## config.mk

```make
export PLATFORM = sky130hd
export DESIGN_NAME = pmcc_top
export DESIGN_NICKNAME = d
export VERILOG_FILES = /design/src/pmcc_pkg.sv /design/src/pmcc_tick_div.sv /design/src/pmcc_top.sv
export SDC_FILE = /design/constraint.sdc
export NUM_CORES = 1
export LEC_CHECK = 0
export BUFFER_PORTS_ARGS = -buffer_cell sky130_fd_sc_hd__buf_4
export CELL_PAD_IN_SITES_DETAIL_PLACEMENT = 1
export CELL_PAD_IN_SITES_GLOBAL_PLACEMENT = 1
export CORE_UTILIZATION = 40
export DETAILED_ROUTE_END_ITERATION = 12
export PLACE_DENSITY_LB_ADDON = 0.1
export SETUP_SLACK_MARGIN = 0.3
export SYNTH_ARGS = -nofsm -noshare
export SYNTH_HDL_FRONTEND = slang
export SYNTH_SLANG_ARGS = --single-unit
```

## constraint.sdc

```tcl
create_clock -name clock -period 4.7 [get_ports clock]
set_input_delay 0.705 -clock clock [delete_from_list [all_inputs] [get_ports clock]]
set_output_delay 0.705 -clock clock [all_outputs]
set_load 0.1 [all_outputs]
```

## src/pmcc_pkg.sv

```systemverilog
package pmcc_pkg;
  // Special-function register addresses
  localparam logic [7:0] ADDR_CLOCK_CONTROL = 8'h8E;
  localparam logic [7:0] ADDR_EXT_INT_FLAGS = 8'h91;
  localparam logic [7:0] ADDR_POWER_MGMT = 8'hC4;
  localparam logic [7:0] ADDR_CPU_STATUS = 8'hC5;

  // Field positions
  localparam int CLOCK_CONTROL_T2_BIT = 5;
  localparam int CLOCK_CONTROL_T1_BIT = 4;
  localparam int CLOCK_CONTROL_T0_BIT = 3;
  localparam int EXTERNAL_INT_FLAGS_SRC_BIT = 3;
  localparam int EXTERNAL_INT_FLAGS_RING_BIT = 2;
  localparam int PMR_DIV_HI_BIT = 7;
  localparam int PMR_DIV_LO_BIT = 6;
  localparam int PMR_SWB_BIT = 5;
  localparam int PMR_XOFF_BIT = 3;
  localparam int STAT_CRYSTAL_STABLE_FLAG_BIT = 4;

  // Divider codes
  localparam logic [1:0] DIV_CODE_4 = 2'h1;
  localparam logic [1:0] DIV_CODE_64 = 2'h2;
  localparam logic [1:0] DIV_CODE_1024 = 2'h3;

  // Clocks per cycle
  localparam int CLKS_FAST = 4;
  localparam int CLKS_64 = 64;
  localparam int CLKS_1024 = 1024;
  localparam int CLKS_TIMER_SLOW = 12;

  // Reset values
  localparam logic [1:0] DIV_RESET = DIV_CODE_4;
  localparam logic [7:0] CLOCK_CONTROL_RESET = 8'h00;
  localparam logic SRC_RESET = 1'b1;
  localparam logic CRYSTAL_STABLE_FLAG_RESET = 1'b1;

  // Oscillator waits at power-up and at crystal restart, in clocks
  localparam int POR_WAIT_CLKS = 65536;
  localparam int XTAL_RESTART_CLKS = 65536;

  typedef struct packed {
    logic wr;
    logic rd;
    logic [7:0] addr;
    logic [7:0] wdata;
  } pmcc_sfr_req_t;

  typedef struct packed {
    logic powerfail_irq_active;
    logic high_irq_active;
    logic low_irq_active;
    logic serial1_tx_active;
    logic serial1_rx_active;
    logic serial0_tx_active;
    logic serial0_rx_active;
  } pmcc_status_in_t;

  typedef enum logic [1:0] {
    PWR_HOLD,
    PWR_WAIT,
    PWR_RUN
  } pmcc_pwr_state_t;
endpackage

```

## src/pmcc_tick_div.sv

```systemverilog
`timescale 1ns/10ps
// Programmable enable divider: one pulse every period clocks
module pmcc_tick_div
  import pmcc_pkg::*;
#(
  parameter int CNT_W = 10
)
(
  input wire logic clock,
  input wire logic reset,
  input wire logic run,
  input wire logic [CNT_W-1:0] period_m1,
  output logic tick
);
  logic [CNT_W-1:0] count_ff;

  initial
  begin
    if (CNT_W < 2)
      $error("pmcc_tick_div: CNT_W too small");
  end

  // Restart from zero whenever idle so the first tick is a full period
  always_ff @(posedge clock or posedge reset)
  begin
    if (reset)
      count_ff <= '0;
    else if (!run || count_ff >= period_m1)
      count_ff <= '0;
    else
      count_ff <= count_ff + 1'b1;
  end

  assign tick = run && (count_ff >= period_m1);
endmodule

```

## src/pmcc_top.sv

```systemverilog
`timescale 1ns/10ps
// Operation
// Divider code 01 gives 4, 10 gives 64, 11 gives 1024 clocks; 00 reserved
// New divider selection applies after one further instruction cycle
// Selected divider slows timers and serial baud too, not only execution
// Codes 10 or 11 accepted only while divider holds 01
// Source select 1 means crystal, 0 means ring oscillator
// Source 0 to 1 only when crystal stable and amplifier on
// Ring mode flag reads 1 while clocked by ring, resets to 0
// Auto switchback enable lets hardware return divider to 4 clocks
// Amplifier off stops crystal; settable only while ring selected; resets 0
// Crystal stable flag reads 1 once stabilized; resets to 1
// Ring clock passes through the same 4, 64 or 1024 divider
// Three bits pick 4 or 12 clocks for timers 2, 1, 0
// After reset timers run at 12 clocks, instructions at 4; core_reset alone keeps the timer bits as written
// Hold reset until supply good, then count 65536 clocks, release
// Supply below threshold asserts and holds reset without software
// Status register shows irq-in-service and serial activity, all reset 0
// Software leaves slow mode: select 4 clocks, then reselect crystal
// Software enters low power: divider, then ring, then amplifier off
// Single-cycle switchback request rewrites divider to 4 clocks if enabled
// Stable flag clears on amplifier off, sets after restart count
module pmcc_top
  import pmcc_pkg::*;
#(
  parameter int POR_WAIT = POR_WAIT_CLKS,
  parameter int XTAL_RESTART = XTAL_RESTART_CLKS
)
(
  input wire logic clock,
  input wire logic reset,
  input wire logic supply_ok,
  input wire logic ring_clock_pin,
  input wire pmcc_sfr_req_t sfr_req,
  output logic [7:0] sfr_rdata,
  input wire pmcc_status_in_t status_in,
  input wire logic switchback_req,
  output logic core_reset,
  output logic crystal_amp_en,
  output logic ring_osc_en,
  output logic cpu_on_ring,
  output logic cycle_tick,
  output logic timer0_tick,
  output logic timer1_tick,
  output logic timer2_tick,
  output logic slow_divide_mode,
  output logic divide64_mode,
  output logic divide1024_mode,
  output logic ring_clock_seen
);
  localparam int WAIT_W = $clog2(POR_WAIT + 1);
  localparam int XW = $clog2(XTAL_RESTART + 1);
  initial
  begin
    if (POR_WAIT < 1 || XTAL_RESTART < 1)
      $error("pmcc_top: wait counts must be at least 1");
  end

  // Supply flag and ring pin are asynchronous, so both pass two flops
  // Ring pin is only watched for activity; the core clock mux is analog
  logic sup_meta_ff;
  logic sup_sync_ff;
  logic ring_meta_ff;
  logic ring_sync_ff;
  logic ring_prev_ff;
  always_ff @(posedge clock or posedge reset)
  begin
    if (reset)
    begin
      sup_meta_ff <= 1'b0;
      sup_sync_ff <= 1'b0;
      ring_meta_ff <= 1'b0;
      ring_sync_ff <= 1'b0;
      ring_prev_ff <= 1'b0;
    end
    else
    begin
      sup_meta_ff <= supply_ok;
      sup_sync_ff <= sup_meta_ff;
      ring_meta_ff <= ring_clock_pin;
      ring_sync_ff <= ring_meta_ff;
      ring_prev_ff <= ring_sync_ff;
    end
  end
  assign ring_clock_seen = ring_sync_ff ^ ring_prev_ff;

  // Power-on sequencer
  pmcc_pwr_state_t pwr_state_ff;
  logic [WAIT_W-1:0] por_count_ff;
  always_ff @(posedge clock or posedge reset)
  begin
    if (reset)
    begin
      pwr_state_ff <= PWR_HOLD;
      por_count_ff <= '0;
    end
    // brown-out hold
    else if (!sup_sync_ff)
    begin
      pwr_state_ff <= PWR_HOLD;
      por_count_ff <= '0;
    end
    else
    begin
      case (pwr_state_ff)
        PWR_HOLD:
        begin
          pwr_state_ff <= PWR_WAIT;
          por_count_ff <= '0;
        end
        // oscillator wait count
        PWR_WAIT:
        begin
          if (por_count_ff == WAIT_W'(POR_WAIT - 1))
            pwr_state_ff <= PWR_RUN;
          else
            por_count_ff <= por_count_ff + 1'b1;
        end
        PWR_RUN:
          pwr_state_ff <= PWR_RUN;
        default:
          pwr_state_ff <= PWR_HOLD;
      endcase
    end
  end
  logic in_reset;
  assign in_reset = (pwr_state_ff != PWR_RUN);
  assign core_reset = in_reset;
  // Register decode
  logic wr_ck, wr_ex, wr_pm;
  assign wr_ck = sfr_req.wr && !in_reset && (sfr_req.addr == ADDR_CLOCK_CONTROL);
  assign wr_ex = sfr_req.wr && !in_reset && (sfr_req.addr == ADDR_EXT_INT_FLAGS);
  assign wr_pm = sfr_req.wr && !in_reset && (sfr_req.addr == ADDR_POWER_MGMT);
  logic [1:0] div_sel_ff;
  logic [1:0] div_act_ff;
  logic div_pend_ff;
  logic auto_switchback_en_ff;
  logic crystal_amp_off_ff;
  logic clock_source_sel_ff;
  logic crystal_stable_flag_ff;
  logic [2:0] timer_fast_ff;
  logic [7:0] clock_control_other_ff;
  logic [XW-1:0] xtal_count_ff;
  logic [1:0] wdiv;
  assign wdiv = sfr_req.wdata[PMR_DIV_HI_BIT:PMR_DIV_LO_BIT];
  // Divider select register
  always_ff @(posedge clock or posedge reset)
  begin
    if (reset)
      div_sel_ff <= DIV_RESET;
    else if (in_reset)
      div_sel_ff <= DIV_RESET;
    // hardware switchback request
    else if (switchback_req && auto_switchback_en_ff)
      div_sel_ff <= DIV_CODE_4;
    else if (wr_pm)
    begin
      // slow codes only from 4-clock code
      if (wdiv == DIV_CODE_4)
        div_sel_ff <= wdiv;
      else if (wdiv != 2'h0 && div_sel_ff == DIV_CODE_4)
        div_sel_ff <= wdiv;
    end
  end

  function automatic logic [9:0] period_of(input logic [1:0] code);
    // code to clocks per cycle
    case (code)
      DIV_CODE_64: period_of = 10'(CLKS_64 - 1);
      DIV_CODE_1024: period_of = 10'(CLKS_1024 - 1);
      default: period_of = 10'(CLKS_FAST - 1);
    endcase
  endfunction

  // apply on second cycle boundary after write
  always_ff @(posedge clock or posedge reset)
  begin
    if (reset)
    begin
      div_act_ff <= DIV_RESET;
      div_pend_ff <= 1'b0;
    end
    else if (in_reset)
    begin
      div_act_ff <= DIV_RESET;
      div_pend_ff <= 1'b0;
    end
    else if (div_sel_ff != div_act_ff)
    begin
      if (cycle_tick && div_pend_ff)
      begin
        div_act_ff <= div_sel_ff;
        div_pend_ff <= 1'b0;
      end
      else if (cycle_tick)
        div_pend_ff <= 1'b1;
    end
    else
      div_pend_ff <= 1'b0;
  end

  // same divider for ring or crystal source
  pmcc_tick_div #(
    .CNT_W(10)
  ) u_cycle_div (
    .clock(clock),
    .reset(reset),
    .run(!in_reset),
    .period_m1(period_of(div_act_ff)),
    .tick(cycle_tick)
  );

  assign slow_divide_mode = (div_act_ff != DIV_CODE_4);
  assign divide64_mode = (div_act_ff == DIV_CODE_64);
  assign divide1024_mode = (div_act_ff == DIV_CODE_1024);

  // Timer prescale: every third cycle tick gives the 12-clock rate
  logic [1:0] third_ff;
  always_ff @(posedge clock or posedge reset)
  begin
    if (reset)
      third_ff <= '0;
    else if (in_reset)
      third_ff <= '0;
    else if (cycle_tick)
      third_ff <= (third_ff == 2'h2) ? 2'h0 : third_ff + 2'h1;
  end
  logic slow_tick;
  assign slow_tick = cycle_tick && (third_ff == 2'h2);

  // timers derive from the cycle tick
  // per-timer 4 or 12 clocks
  // reset value selects 12 clocks
  assign timer0_tick = timer_fast_ff[0] ? cycle_tick : slow_tick;
  assign timer1_tick = timer_fast_ff[1] ? cycle_tick : slow_tick;
  assign timer2_tick = timer_fast_ff[2] ? cycle_tick : slow_tick;

  always_ff @(posedge clock or posedge reset)
  begin
    if (reset)
    begin
      timer_fast_ff <= CLOCK_CONTROL_RESET[CLOCK_CONTROL_T2_BIT:CLOCK_CONTROL_T0_BIT];
      clock_control_other_ff <= CLOCK_CONTROL_RESET;
    end
    else if (wr_ck)
    begin
      timer_fast_ff <= sfr_req.wdata[CLOCK_CONTROL_T2_BIT:CLOCK_CONTROL_T0_BIT];
      clock_control_other_ff <= sfr_req.wdata & 8'hC7;
    end
  end

  // freely writable enable
  always_ff @(posedge clock or posedge reset)
  begin
    if (reset)
      auto_switchback_en_ff <= 1'b0;
    else if (in_reset)
      auto_switchback_en_ff <= 1'b0;
    else if (wr_pm)
      auto_switchback_en_ff <= sfr_req.wdata[PMR_SWB_BIT];
  end

  // amplifier off settable only on ring
  always_ff @(posedge clock or posedge reset)
  begin
    if (reset)
      crystal_amp_off_ff <= 1'b0;
    else if (in_reset)
      crystal_amp_off_ff <= 1'b0;
    else if (wr_pm)
    begin
      if (!sfr_req.wdata[PMR_XOFF_BIT])
        crystal_amp_off_ff <= 1'b0;
      else if (!clock_source_sel_ff)
        crystal_amp_off_ff <= 1'b1;
    end
  end
  assign crystal_amp_en = !crystal_amp_off_ff;
  assign ring_osc_en = !clock_source_sel_ff;

  // source select
  always_ff @(posedge clock or posedge reset)
  begin
    if (reset)
      clock_source_sel_ff <= SRC_RESET;
    else if (in_reset)
      clock_source_sel_ff <= SRC_RESET;
    else if (wr_ex)
    begin
      if (!sfr_req.wdata[EXTERNAL_INT_FLAGS_SRC_BIT])
        clock_source_sel_ff <= 1'b0;
      // return to crystal only when stable
      else if (crystal_stable_flag_ff && !crystal_amp_off_ff)
        clock_source_sel_ff <= 1'b1;
    end
  end
  // ring mode follows the source in use
  assign cpu_on_ring = !clock_source_sel_ff;

  // stable flag tracks amplifier restart
  // R10 reads 1 after reset
  always_ff @(posedge clock or posedge reset)
  begin
    if (reset)
    begin
      crystal_stable_flag_ff <= CRYSTAL_STABLE_FLAG_RESET;
      xtal_count_ff <= '0;
    end
    else if (in_reset)
    begin
      crystal_stable_flag_ff <= CRYSTAL_STABLE_FLAG_RESET;
      xtal_count_ff <= '0;
    end
    else if (crystal_amp_off_ff)
    begin
      crystal_stable_flag_ff <= 1'b0;
      xtal_count_ff <= '0;
    end
    else if (!crystal_stable_flag_ff)
    begin
      if (xtal_count_ff == XW'(XTAL_RESTART - 1))
        crystal_stable_flag_ff <= 1'b1;
      else
        xtal_count_ff <= xtal_count_ff + 1'b1;
    end
  end

  // Read mux, registered; unmapped addresses read zero
  logic [7:0] nxt_rdata;
  always_comb
  begin
    nxt_rdata = 8'h00;
    case (sfr_req.addr)
      ADDR_CLOCK_CONTROL:
      begin
        nxt_rdata = clock_control_other_ff;
        nxt_rdata[CLOCK_CONTROL_T2_BIT:CLOCK_CONTROL_T0_BIT] = timer_fast_ff;
      end
      ADDR_EXT_INT_FLAGS:
      begin
        nxt_rdata[EXTERNAL_INT_FLAGS_SRC_BIT] = clock_source_sel_ff;
        nxt_rdata[EXTERNAL_INT_FLAGS_RING_BIT] = !clock_source_sel_ff;
      end
      ADDR_POWER_MGMT:
      begin
        nxt_rdata[PMR_DIV_HI_BIT:PMR_DIV_LO_BIT] = div_sel_ff;
        nxt_rdata[PMR_SWB_BIT] = auto_switchback_en_ff;
        nxt_rdata[PMR_XOFF_BIT] = crystal_amp_off_ff;
      end
      // status flags, forced 0 in reset except crystal stable bit, which reads 1
      ADDR_CPU_STATUS:
      begin
        nxt_rdata = {status_in[6:4], crystal_stable_flag_ff, status_in[3:0]};
        if (in_reset)
          nxt_rdata = 8'h00 | (8'(CRYSTAL_STABLE_FLAG_RESET) << STAT_CRYSTAL_STABLE_FLAG_BIT);
      end
      default:
        nxt_rdata = 8'h00;
    endcase
  end

  always_ff @(posedge clock or posedge reset)
  begin
    if (reset)
      sfr_rdata <= 8'h00;
    else if (sfr_req.rd)
      sfr_rdata <= nxt_rdata;
  end
endmodule

```

* After elaboration in Yosys (flattened, before gate mapping)
Cells that the tools add are included. W data, S select, Z words.
Word-level totals: word-level logic and storage cells 129, register bits 78, output and inout bits 20
Operators by class: reductions and logical operators 29, mux-type cells 50, order comparisons 1, equality and inequality tests 24, $add $sub $neg 4, bitwise logic cells 1
Operators with widths (count):
- $mux W17 | 6
- $add A17 B1 Y17 const B | 2
- $eq A17 B16 Y1 const B | 2
- $pmux W17 S2 | 1
- $eq A8 B8 Y1 const B | 4
- $mux W2 | 13
- $mux W1 | 21
- $pmux W10 S2 | 1
- $ne A3 B3 Y1 const B | 5
- $reduce_and A2 Y1 | 6
- $reduce_bool A2 Y1 | 6
- $add A10 B1 Y10 const B | 1
- $ge A10 B10 Y1 | 1
- $logic_and A1 B1 Y1 | 10
- $mux W10 | 1
- $pmux W3 S3 | 1
- $eq A2 B2 Y1 const B | 4
- $mux W8 | 1
- $eq A2 B1 Y1 const B | 3
- $ne A3 B1 Y1 const B | 2
- $pmux W2 S3 | 1
- $ne A4 B3 Y1 const B | 1
- $pmux W1 S4 | 1
- $pmux W2 S2 | 1
- other kinds (12) | 14

* Depth between registers and ports, before layout
Gate-level depths: netlist of the first run.
word-level depth 8, gate-level depth with buffers 10, mapped depth without buffers 9

* Modules after synthesis
A second synthesis of the first run with hierarchy kept.
Unflattened totals: cell total of the unflattened synthesis 438, area, all modules 4325.4 um^2
Modules (own cells, without submodules):
- pmcc_top | instances 1, area each 3525.9 um^2, sequential area each 1706.6 um^2, cells each 358
- pmcc_tick_div | instances 1, area each 799.5 um^2, sequential area each 250.2 um^2, cells each 80

* Worst setup path before layout of the first run
Ideal clock, no wire load.
path kind flip-flop to output port, from register div_act_ff[0], to output port timer0_tick, cell stages (with the launch flop) 8, slack 0.830 ns, buffers on the path 1, required time 3.995 ns, arrival 3.165 ns, path through dfstp_2 nand2_1 ha_1 nand4_1 or3_1 buf_2 a31oi_4 o21a_1
On the way: cells in the longest elaborated chain, start to end 6, elaborated cells on any way between the ends 7, classes of those cells order compare (1); eq/ne (2); mux (2); reduce/logical (2)
Ends and longest elaborated chain:
- start: declaration | line pmcc_top.sv:135 | logic [1:0] div_act_ff;
- start signal: assignment | line pmcc_top.sv:192 | div_act_ff <= div_sel_ff;
- $eq A2 B2 Y1 | line pmcc_top.sv:168 | case (code)
- $pmux W10 S2 * | line pmcc_top.sv:168
- $ge A10 B10 Y1 * | line pmcc_tick_div.sv:34 | assign tick = run && (count_ff >= period_m1);
- $logic_and A1 B1 Y1 * | line pmcc_tick_div.sv:34
- via cycle_tick | line pmcc_top.sv:42 | output logic cycle_tick,
- $logic_and A1 B1 Y1 | line pmcc_top.sv:229 | assign slow_tick = cycle_tick && (third_ff == 2'h2);
- $mux W1 * | line pmcc_top.sv:234 | assign timer0_tick = timer_fast_ff[0] ? cycle_tick : slow_tick;
- end: declaration | line pmcc_top.sv:43 | output logic timer0_tick,
Mark *: on every way through the listed nets, which the timed path passes. The rest lies on a longest branch.

* Final worst setup path of the first run
from register div_act_ff[1], to output port timer1_tick
On the way: cells in the longest elaborated chain, start to end 6, elaborated cells on any way between the ends 7, classes of those cells order compare (1); eq/ne (2); mux (2); reduce/logical (2)
Ends and longest elaborated chain:
- $eq A2 B2 Y1 | line pmcc_top.sv:168
- $pmux W10 S2 * | line pmcc_top.sv:168
- $ge A10 B10 Y1 * | line pmcc_tick_div.sv:34
- $logic_and A1 B1 Y1 * | line pmcc_tick_div.sv:34
- $logic_and A1 B1 Y1 | line pmcc_top.sv:229
- $mux W1 * | line pmcc_top.sv:235 | assign timer1_tick = timer_fast_ff[1] ? cycle_tick : slow_tick;
- end: declaration | line pmcc_top.sv:44 | output logic timer1_tick,
Every way passes the cells marked *; elsewhere a longest branch is shown, timed or not.

==> results of run 1 <==
-- state kept, by name, indices dropped and copies added (netlist names), 3 cells and up --
register / count
xtal_count_ff: 17
sfr_rdata: 8
timer_fast_ff: 3
clock_control_other_ff: 5
u_cycle_div.count_ff: 10
por_count_ff: 17
-- metrics by stage --
| step | hold WS (ps) | power (uW) | util | instances |
|---|---|---|---|---|
| after detailed placement | 337 | 1020 | 0.456 | 586 |
| after CTS | 353 | 1710 | 0.482 | 602 |
| after global placement | 333 | 1010 | 0.456 | 586 |
| final | 348 | 1680 | 0.482 | 602 |
| after floorplan | 331 | 934 | - | 416 |
| after global routing | 360 | 1770 | 0.482 | 602 |
-- layout by cell type (no fill, tap or decap), types with 5 or more instances in the layout --
master / instances
nand2_1: 33
buf_4: 50
nor2b_1: 5
dfrtp_1: 74
or3_1: 12
o21ai_0: 12
inv_1: 19
a21oi_1: 19
clkbuf_8: 9
ha_1: 13
xnor2_1: 7
nor2_1: 41
nor3_1: 7
nand3_1: 18
a31oi_1: 5
mux2_4: 8
and4_1: 6
xor2_1: 19
nand4_1: 15
-- kinds of logic (layout without fill, tap and decap cells) --
kind of cell / after synthesis / in the layout
buf+inv: 37 / 87
compound gates: 82 / 82
simple gates: 168 / 168
flops: 78 / 78
fa+ha+maj: 13 / 13
xor+xnor: 26 / 26
mux: 12 / 12
-- worst max-delay path by stage --
stage | startpoint | endpoint | slack (ps) | depth (start not counted)
global route | div_act_ff[1] | timer1_tick | 920 | 7
floorplan | div_act_ff[0] | timer0_tick | 830 | 7
global placement | div_act_ff[0] | timer0_tick | 1610 | 7
detailed placement | div_act_ff[1] | timer1_tick | 1530 | 7
finish | div_act_ff[1] | timer1_tick | 1160 | 7
CTS | div_act_ff[0] | timer1_tick | 1110 | 7
-- cell type report --
type | count | area share
Clock inverter | 7 | 0.0297
Inverter | 21 | 0.0162
Sequential cell | 78 | 0.397
Multi-Input combinational cell | 301 | 0.421
Timing Repair Buffer | 50 | 0.0761
Clock buffer | 9 | 0.0251
Tap cell | 136 | 0.0345
-- layer usage --
metal	wire, um	global-route usage	vias up
met5	0	0	-
met4	156	0.0857	0
met3	260	0.0301	11
met2	4530	0.311	44
met1	4570	0.247	1615
li1	-	-	1609
-- cells in the mapped netlist (7+ instances only) --
library cell	number	area share
mux2_4	8	0.029
a21oi_1	19	0.023
nor3_1	7	0.0084
ha_1	13	0.039
xnor2_1	7	0.015
xor2_1	19	0.040
nand3_1	18	0.021
nor2_1	41	0.037
nand2_1	33	0.030
o21ai_0	12	0.014
nand4_1	15	0.022
buf_2	7	0.0084
inv_1	20	0.018
or3_1	12	0.018
dfrtp_1	74	0.44
-- worst register-to-register path, delay by kind of cell (launching register included) --
kind | cells | cell delay [ps]
AO/OA/AOI/OAI | 2 | 540
AND/OR/NAND/NOR | 5 | 1480
adder cells (fa/ha/maj) | 1 | 210
flip-flops | 1 | 460
-- report_power, final --
group / internal [uW] / total (uW) / switching, uW
clock: 409 / 683 / 274
combinational: 83.5 / 296 / 212
sequential: 690 / 705 / 15.9
==> key figures, run 1 <==
Cells and area
  – Area occupied by multi-input gates: 0.00208 mm2
  – Diode count: 0
  – Synth-to-layout area growth: 17.6%
  – Final instance area: 0.00493 mm2
  – Sequential standard cell area: 0.00196 mm2
  – Share of cells above drive strength 1: 0.210
  – Fill cells: 1171
  – Final net count: 504

Yosys
  – Primary FF master, synth: dfrtp_1
  – Mapped Cells: 416
  – FFs w/ async S/R, synth: 1.00
  – Number of enable flip-flop cells after synthesis: 0
  – Seq/Total Area, Yosys: 0.467
  – Synth Net Count: 459
  – Avg Inst Size Synth: 10.1 um2
  – Synthesized cell area: 0.00419 mm2
  – Yosys reg bits: 78
  – Multiplexer share of the synthesized area: 0.0382
  – Library cells used by synthesis: 72
  – XOR/XNOR Fraction of Synth Area: 0.0543
  – Synth Area in Simple Gates: 0.223
  – Post-Synth Adder-Cell Area: 0.0388
  – Compound-gate portion of the synthesized area: 0.141
  – Synth warnings: 0
  – Largest family of logic cells by synthesized area: simple AND/OR/NAND/NOR gates

Placement
  – RD Place Congestion: 0.760
  – Port Buffers: 49
  – DP HPWL: 6.71 mm
  – Area after DPL: 0.00466 mm2
  – Placement Setup Slack: 1530 ps

Timing
  – Final hold vios: 0
  – Final period util: 0.753
  – Setup Viol. Count Final: 0
  – RSZ-0062 raised after global routing: no
  – Worst slew margin: 0.503
  – Final TNS setup: 0 ps
  – Fin worst setup slack: 1160 ps
  – Worst slew pin tran: 746 ps
  – Highest clock rate: 0.282 GHz
  – Skew final: 8.51 ps
  – Final Max Slew Viols: 0
  – Tmin final: 3540 ps

Hold path
  – Hold Startpoint: sup_meta_ff
  – Hold-critical path depth: 0
  – Hold Path Sink: sup_sync_ff
  – Worst min-delay path category: reg2reg

Run status
  – Status: finished, final reports clean

Worst setup path
  – CP endpoint kind: output port
  – Reg2reg path depth: 8
  – Critical path peak fanout: 10
  – Critical path's slowest cell: dfrtp_1
  – Reg-to-reg startpoint: por_count_ff[4]
  – Startpoint types: flip-flop
  – Reg-to-reg endpoint: por_count_ff[13]
  – Crit-path cells: nand2_1, ha_1, nand4_1, or3_1, a31oi_4, o21a_1, buf_4
  – WS Path Type: reg2out
  – CP delay by family, top: simple AND/OR/NAND/NOR gates
  – Worst path buffer plus inverter count: 1
  – Worst path arrival time: 2840 ps
  – Worst path max stage delay: 520 ps
  – Worst reg2reg setup slack: 1930 ps
  – Crit path required time: 3990 ps

Detailed routing
  – Initial DRC count: 124
  – Wirelength, routed: 9.52 mm
  – # DRC: 0
  – DRT Pass-1 Iters: 4
  – Via-to-Cell Ratio: 5.45
  – Drt wl/cell: 15.8 um
  – Via count: 3279
  – Post-route ant nets: 0

Floorplanning
  – Row count: 37
  – Core area: 0.0102 mm2
  – Die area: 0.0109 mm2
  – Io pins: 50
  – Die Ht: 104 um
  – Initial Util: 0.410
  – Die width: 104 um

GRT
  – Largest net degree at the start of global routing: 41
  – Antenna violations before repair: 0
  – GRT Total Usage: 0.190
  – Global-route wire length before repair: 16.7 mm
  – Vias in the first global route: 3422
  – GRT overflow: 0

Power
  – P_leak: 0.00207 uW
  – Max rail drop VDD: 151 uV
  – Total power divided by cell area: 342 mW/mm2

Clock network
  – Post-CTS sizing: 0
  – Max clock buf depth: 2
  – Clk sinks: 78
  – Post-CTS Setup Repair Bufs: 0
  – CTS tree: yes
  – # hold bufs at CTS: 0
  – TritonCTS Buffers: 9
  – Skew-Pair Late Insertion Delay: 370 ps
  – CTS H-tree lvls: 3
  – Reg clk slew, reported paths: 90 ps
  – Root Buffer: clkbuf_8

Job
  – # Max-Cap Violations: 0
Power figures use the tool's default switching activity.
==> run 2: changes to the inputs <==
==> constraint.sdc (replaced) <==
create_clock -name clock -period 3.4 [get_ports clock]
set_input_delay 0.51 -clock clock [delete_from_list [all_inputs] [get_ports clock]]
set_output_delay 0.51 -clock clock [all_outputs]
set_load 0.1 [all_outputs]
==> run 2 against run 1 <==
  * Core utilization grew 1.0 points
  * Clock power rose by 12%
  * Non-clock buffer count grew 4
  * Die area unchanged
  * Clock-buffer cell count rose by 5
  * Largest power group unchanged
  * Final cell count up 0.66%
==> key figures, run 2 (synthesis results as in run 1) <==
Run status
  – Status: finished, final reports clean

Timing
  – Worst slew margin: 0.552
  – Worst slew pin tran: 672 ps
  – Final TNS setup: 0 ps
  – Skew final: 8.08 ps
  – Tmin final: 3040 ps
  – Final period util: 0.895
  – Final Max Slew Viols: 0
  – RSZ-0062 raised after global routing: yes
  – Highest clock rate: 0.329 GHz
  – Final hold vios: 0
  – Setup Viol. Count Final: 0

Power
  – Clock power share: 0.354
  – P_sw: 666 uW
  – Pwr Total: 2160 uW
  – P_int: 1490 uW
  – Share of power burned in registers: 0.452
  – Total power divided by cell area: 429 mW/mm2
  – Max rail drop VDD: 239 uV
  – Comb power frac: 0.194
  – Switching Fraction: 0.308
  – P_leak: 0.00208 uW

Floorplanning
  – Die width: 104 um
  – Core area: 0.0102 mm2
  – Die Ht: 104 um
  – Row count: 37
  – Initial Util: 0.410
  – Die area: 0.0109 mm2
  – Io pins: 50

Clock network
  – Root Buffer: clkbuf_8
  – CTS H-tree lvls: 3
  – Reg clk slew, reported paths: 80 ps
  – Max clock buf depth: 2
  – # hold bufs at CTS: 0
  – CTS tree: yes
  – Clk sinks: 78
  – TritonCTS Buffers: 9
  – Skew-Pair Late Insertion Delay: 360 ps

Worst setup path
  – Crit. path cell count: 7
  – Worst reg2reg setup slack: 780 ps
  – Worst path max stage delay: 560 ps
  – Critical path's slowest cell: dfstp_2
  – Worst path arrival time: 2530 ps
  – Reg-to-reg startpoint: por_count_ff[4]
  – Reg-to-reg endpoint: por_count_ff[15]
  – Reg2reg path depth: 9
  – CP delay by family, top: simple AND/OR/NAND/NOR gates
  – WS Path Type: reg2out
  – Startpoint types: flip-flop
  – CP endpoint kind: output port
  – Worst path buffer plus inverter count: 1
  – Crit-path cells: nand2_4, ha_4, nand4_1, or3_4, a31oi_4, o21a_4, buf_8
  – Crit path required time: 2890 ps
  – Critical path capture point: timer1_tick
  – Critical path peak fanout: 5
  – Setup crit start: div_act_ff[0]

Job
  – # Max-Cap Violations: 0

Placement
  – DP HPWL: 7.13 mm
  – Port Buffers: 49
  – RD Place Congestion: 0.754

Detailed routing
  – Via-to-Cell Ratio: 5.51
  – Post-route ant nets: 0
  – # DRC: 0
  – Drt wl/cell: 16.4 um
  – Via count: 3341
  – DRT Pass-1 Iters: 4
  – Wirelength, routed: 9.94 mm
  – Initial DRC count: 104

Cells and area
  – Layout Utilization: 0.492
  – Most frequent cells in the layout: dfrtp_1, buf_4, nor2_1, nand2_1
  – Top Registers: por_count_ff x17, xtal_count_ff x17, u_cycle_div.count_ff x10
  – Final net count: 508
  – Share of cells above drive strength 1: 0.236
  – Diode count: 0
  – Most common cell after layout, fill and taps aside: dfrtp_1
  – Synth-to-layout area growth: 20.1%
  – Fill cells: 1162

GRT
  – GRT overflow: 0
  – Antenna violations before repair: 0
  – Global-route wire length before repair: 17.3 mm
  – Largest net degree at the start of global routing: 43
  – GRT Total Usage: 0.198
  – Vias in the first global route: 3582

Hold path
  – Worst min-delay path category: in2async
[run 2: cell types whose count changed in the layout (fill, tap and decap cells not counted), moves of 3 or more]
cell       delta
o21a_1        -3
clkinv_4      -3
buf_12        +3
bufinv_16     -3
clkbuf_8      +4
ha_1          -3
ha_4          +3
o21a_4        +3
[run 2: repair_timing]
action	4_1_cts	5_1_grt
setup endpoints to repair	4	4
buffers inserted	2	0
hold endpoints to repair	0	0
gates resized for setup	10	2
pin swaps	2	0
gates cloned	0	0
[run 2: metrics by stage]
| stage | worst slack (ps) | instance area (um2) | hold slack, ps | cells |
|---|---|---|---|---|
| 2_1_floorplan | 170 | 4260 | 331 | 416 |
| 3_3_place_gp | 559 | 4740 | 332 | 588 |
| 3_5_place_dp | 456 | 4740 | 340 | 588 |
| 4_1_cts | 339 | 5020 | 225 | 606 |
| 5_1_grt | 242 | 5040 | 233 | 606 |
| 6_report | 357 | 5040 | 225 | 606 |
[run 2: worst min-delay path by stage]
stage,end
2_1_floorplan,ring_sync_ff
3_3_place_gp,sup_sync_ff
3_5_place_dp,ring_sync_ff
4_1_cts,sup_meta_ff
5_1_grt,sup_meta_ff
6_report,por_count_ff[9]
[run 2: routing by layer]
metal,up-vias,track usage,part of all wire
li1,1610,-,-
met1,1667,0.243,0.45
met2,52,0.341,0.50
met3,12,0.0457,0.035
met4,0,0.0663,0.014
met5,-,0,0
[run 2: power groups by stage]
stage | registers, uW | clock network, uW | logic (uW)
after floorplan | 1010 | 0 | 278
after global placement | 993 | 0 | 419
after detailed placement | 995 | 0 | 428
after CTS | 976 | 797 | 429
after global routing | 981 | 821 | 470
final | 976 | 765 | 420
[run 2: cell type report]
cell class | instances | area, um2 | area share
multi-input cells | 301 | 2160 | 0.428
flip-flops and latches | 78 | 1960 | 0.389
repair buffers | 54 | 450 | 0.0894
clock buffers | 14 | 183 | 0.0363
well taps | 136 | 170 | 0.0338
inverters | 21 | 80.1 | 0.0159
clock inverters | 2 | 37.5 | 0.00745
[run 2: worst reg2reg max path, delay by kind of cell, from the launching register on]
kind,cells,cell delay (ps)
compound gates,2,530
fa+ha+maj,1,190
buf+inv,1,180
flops,1,460
simple gates,5,1180
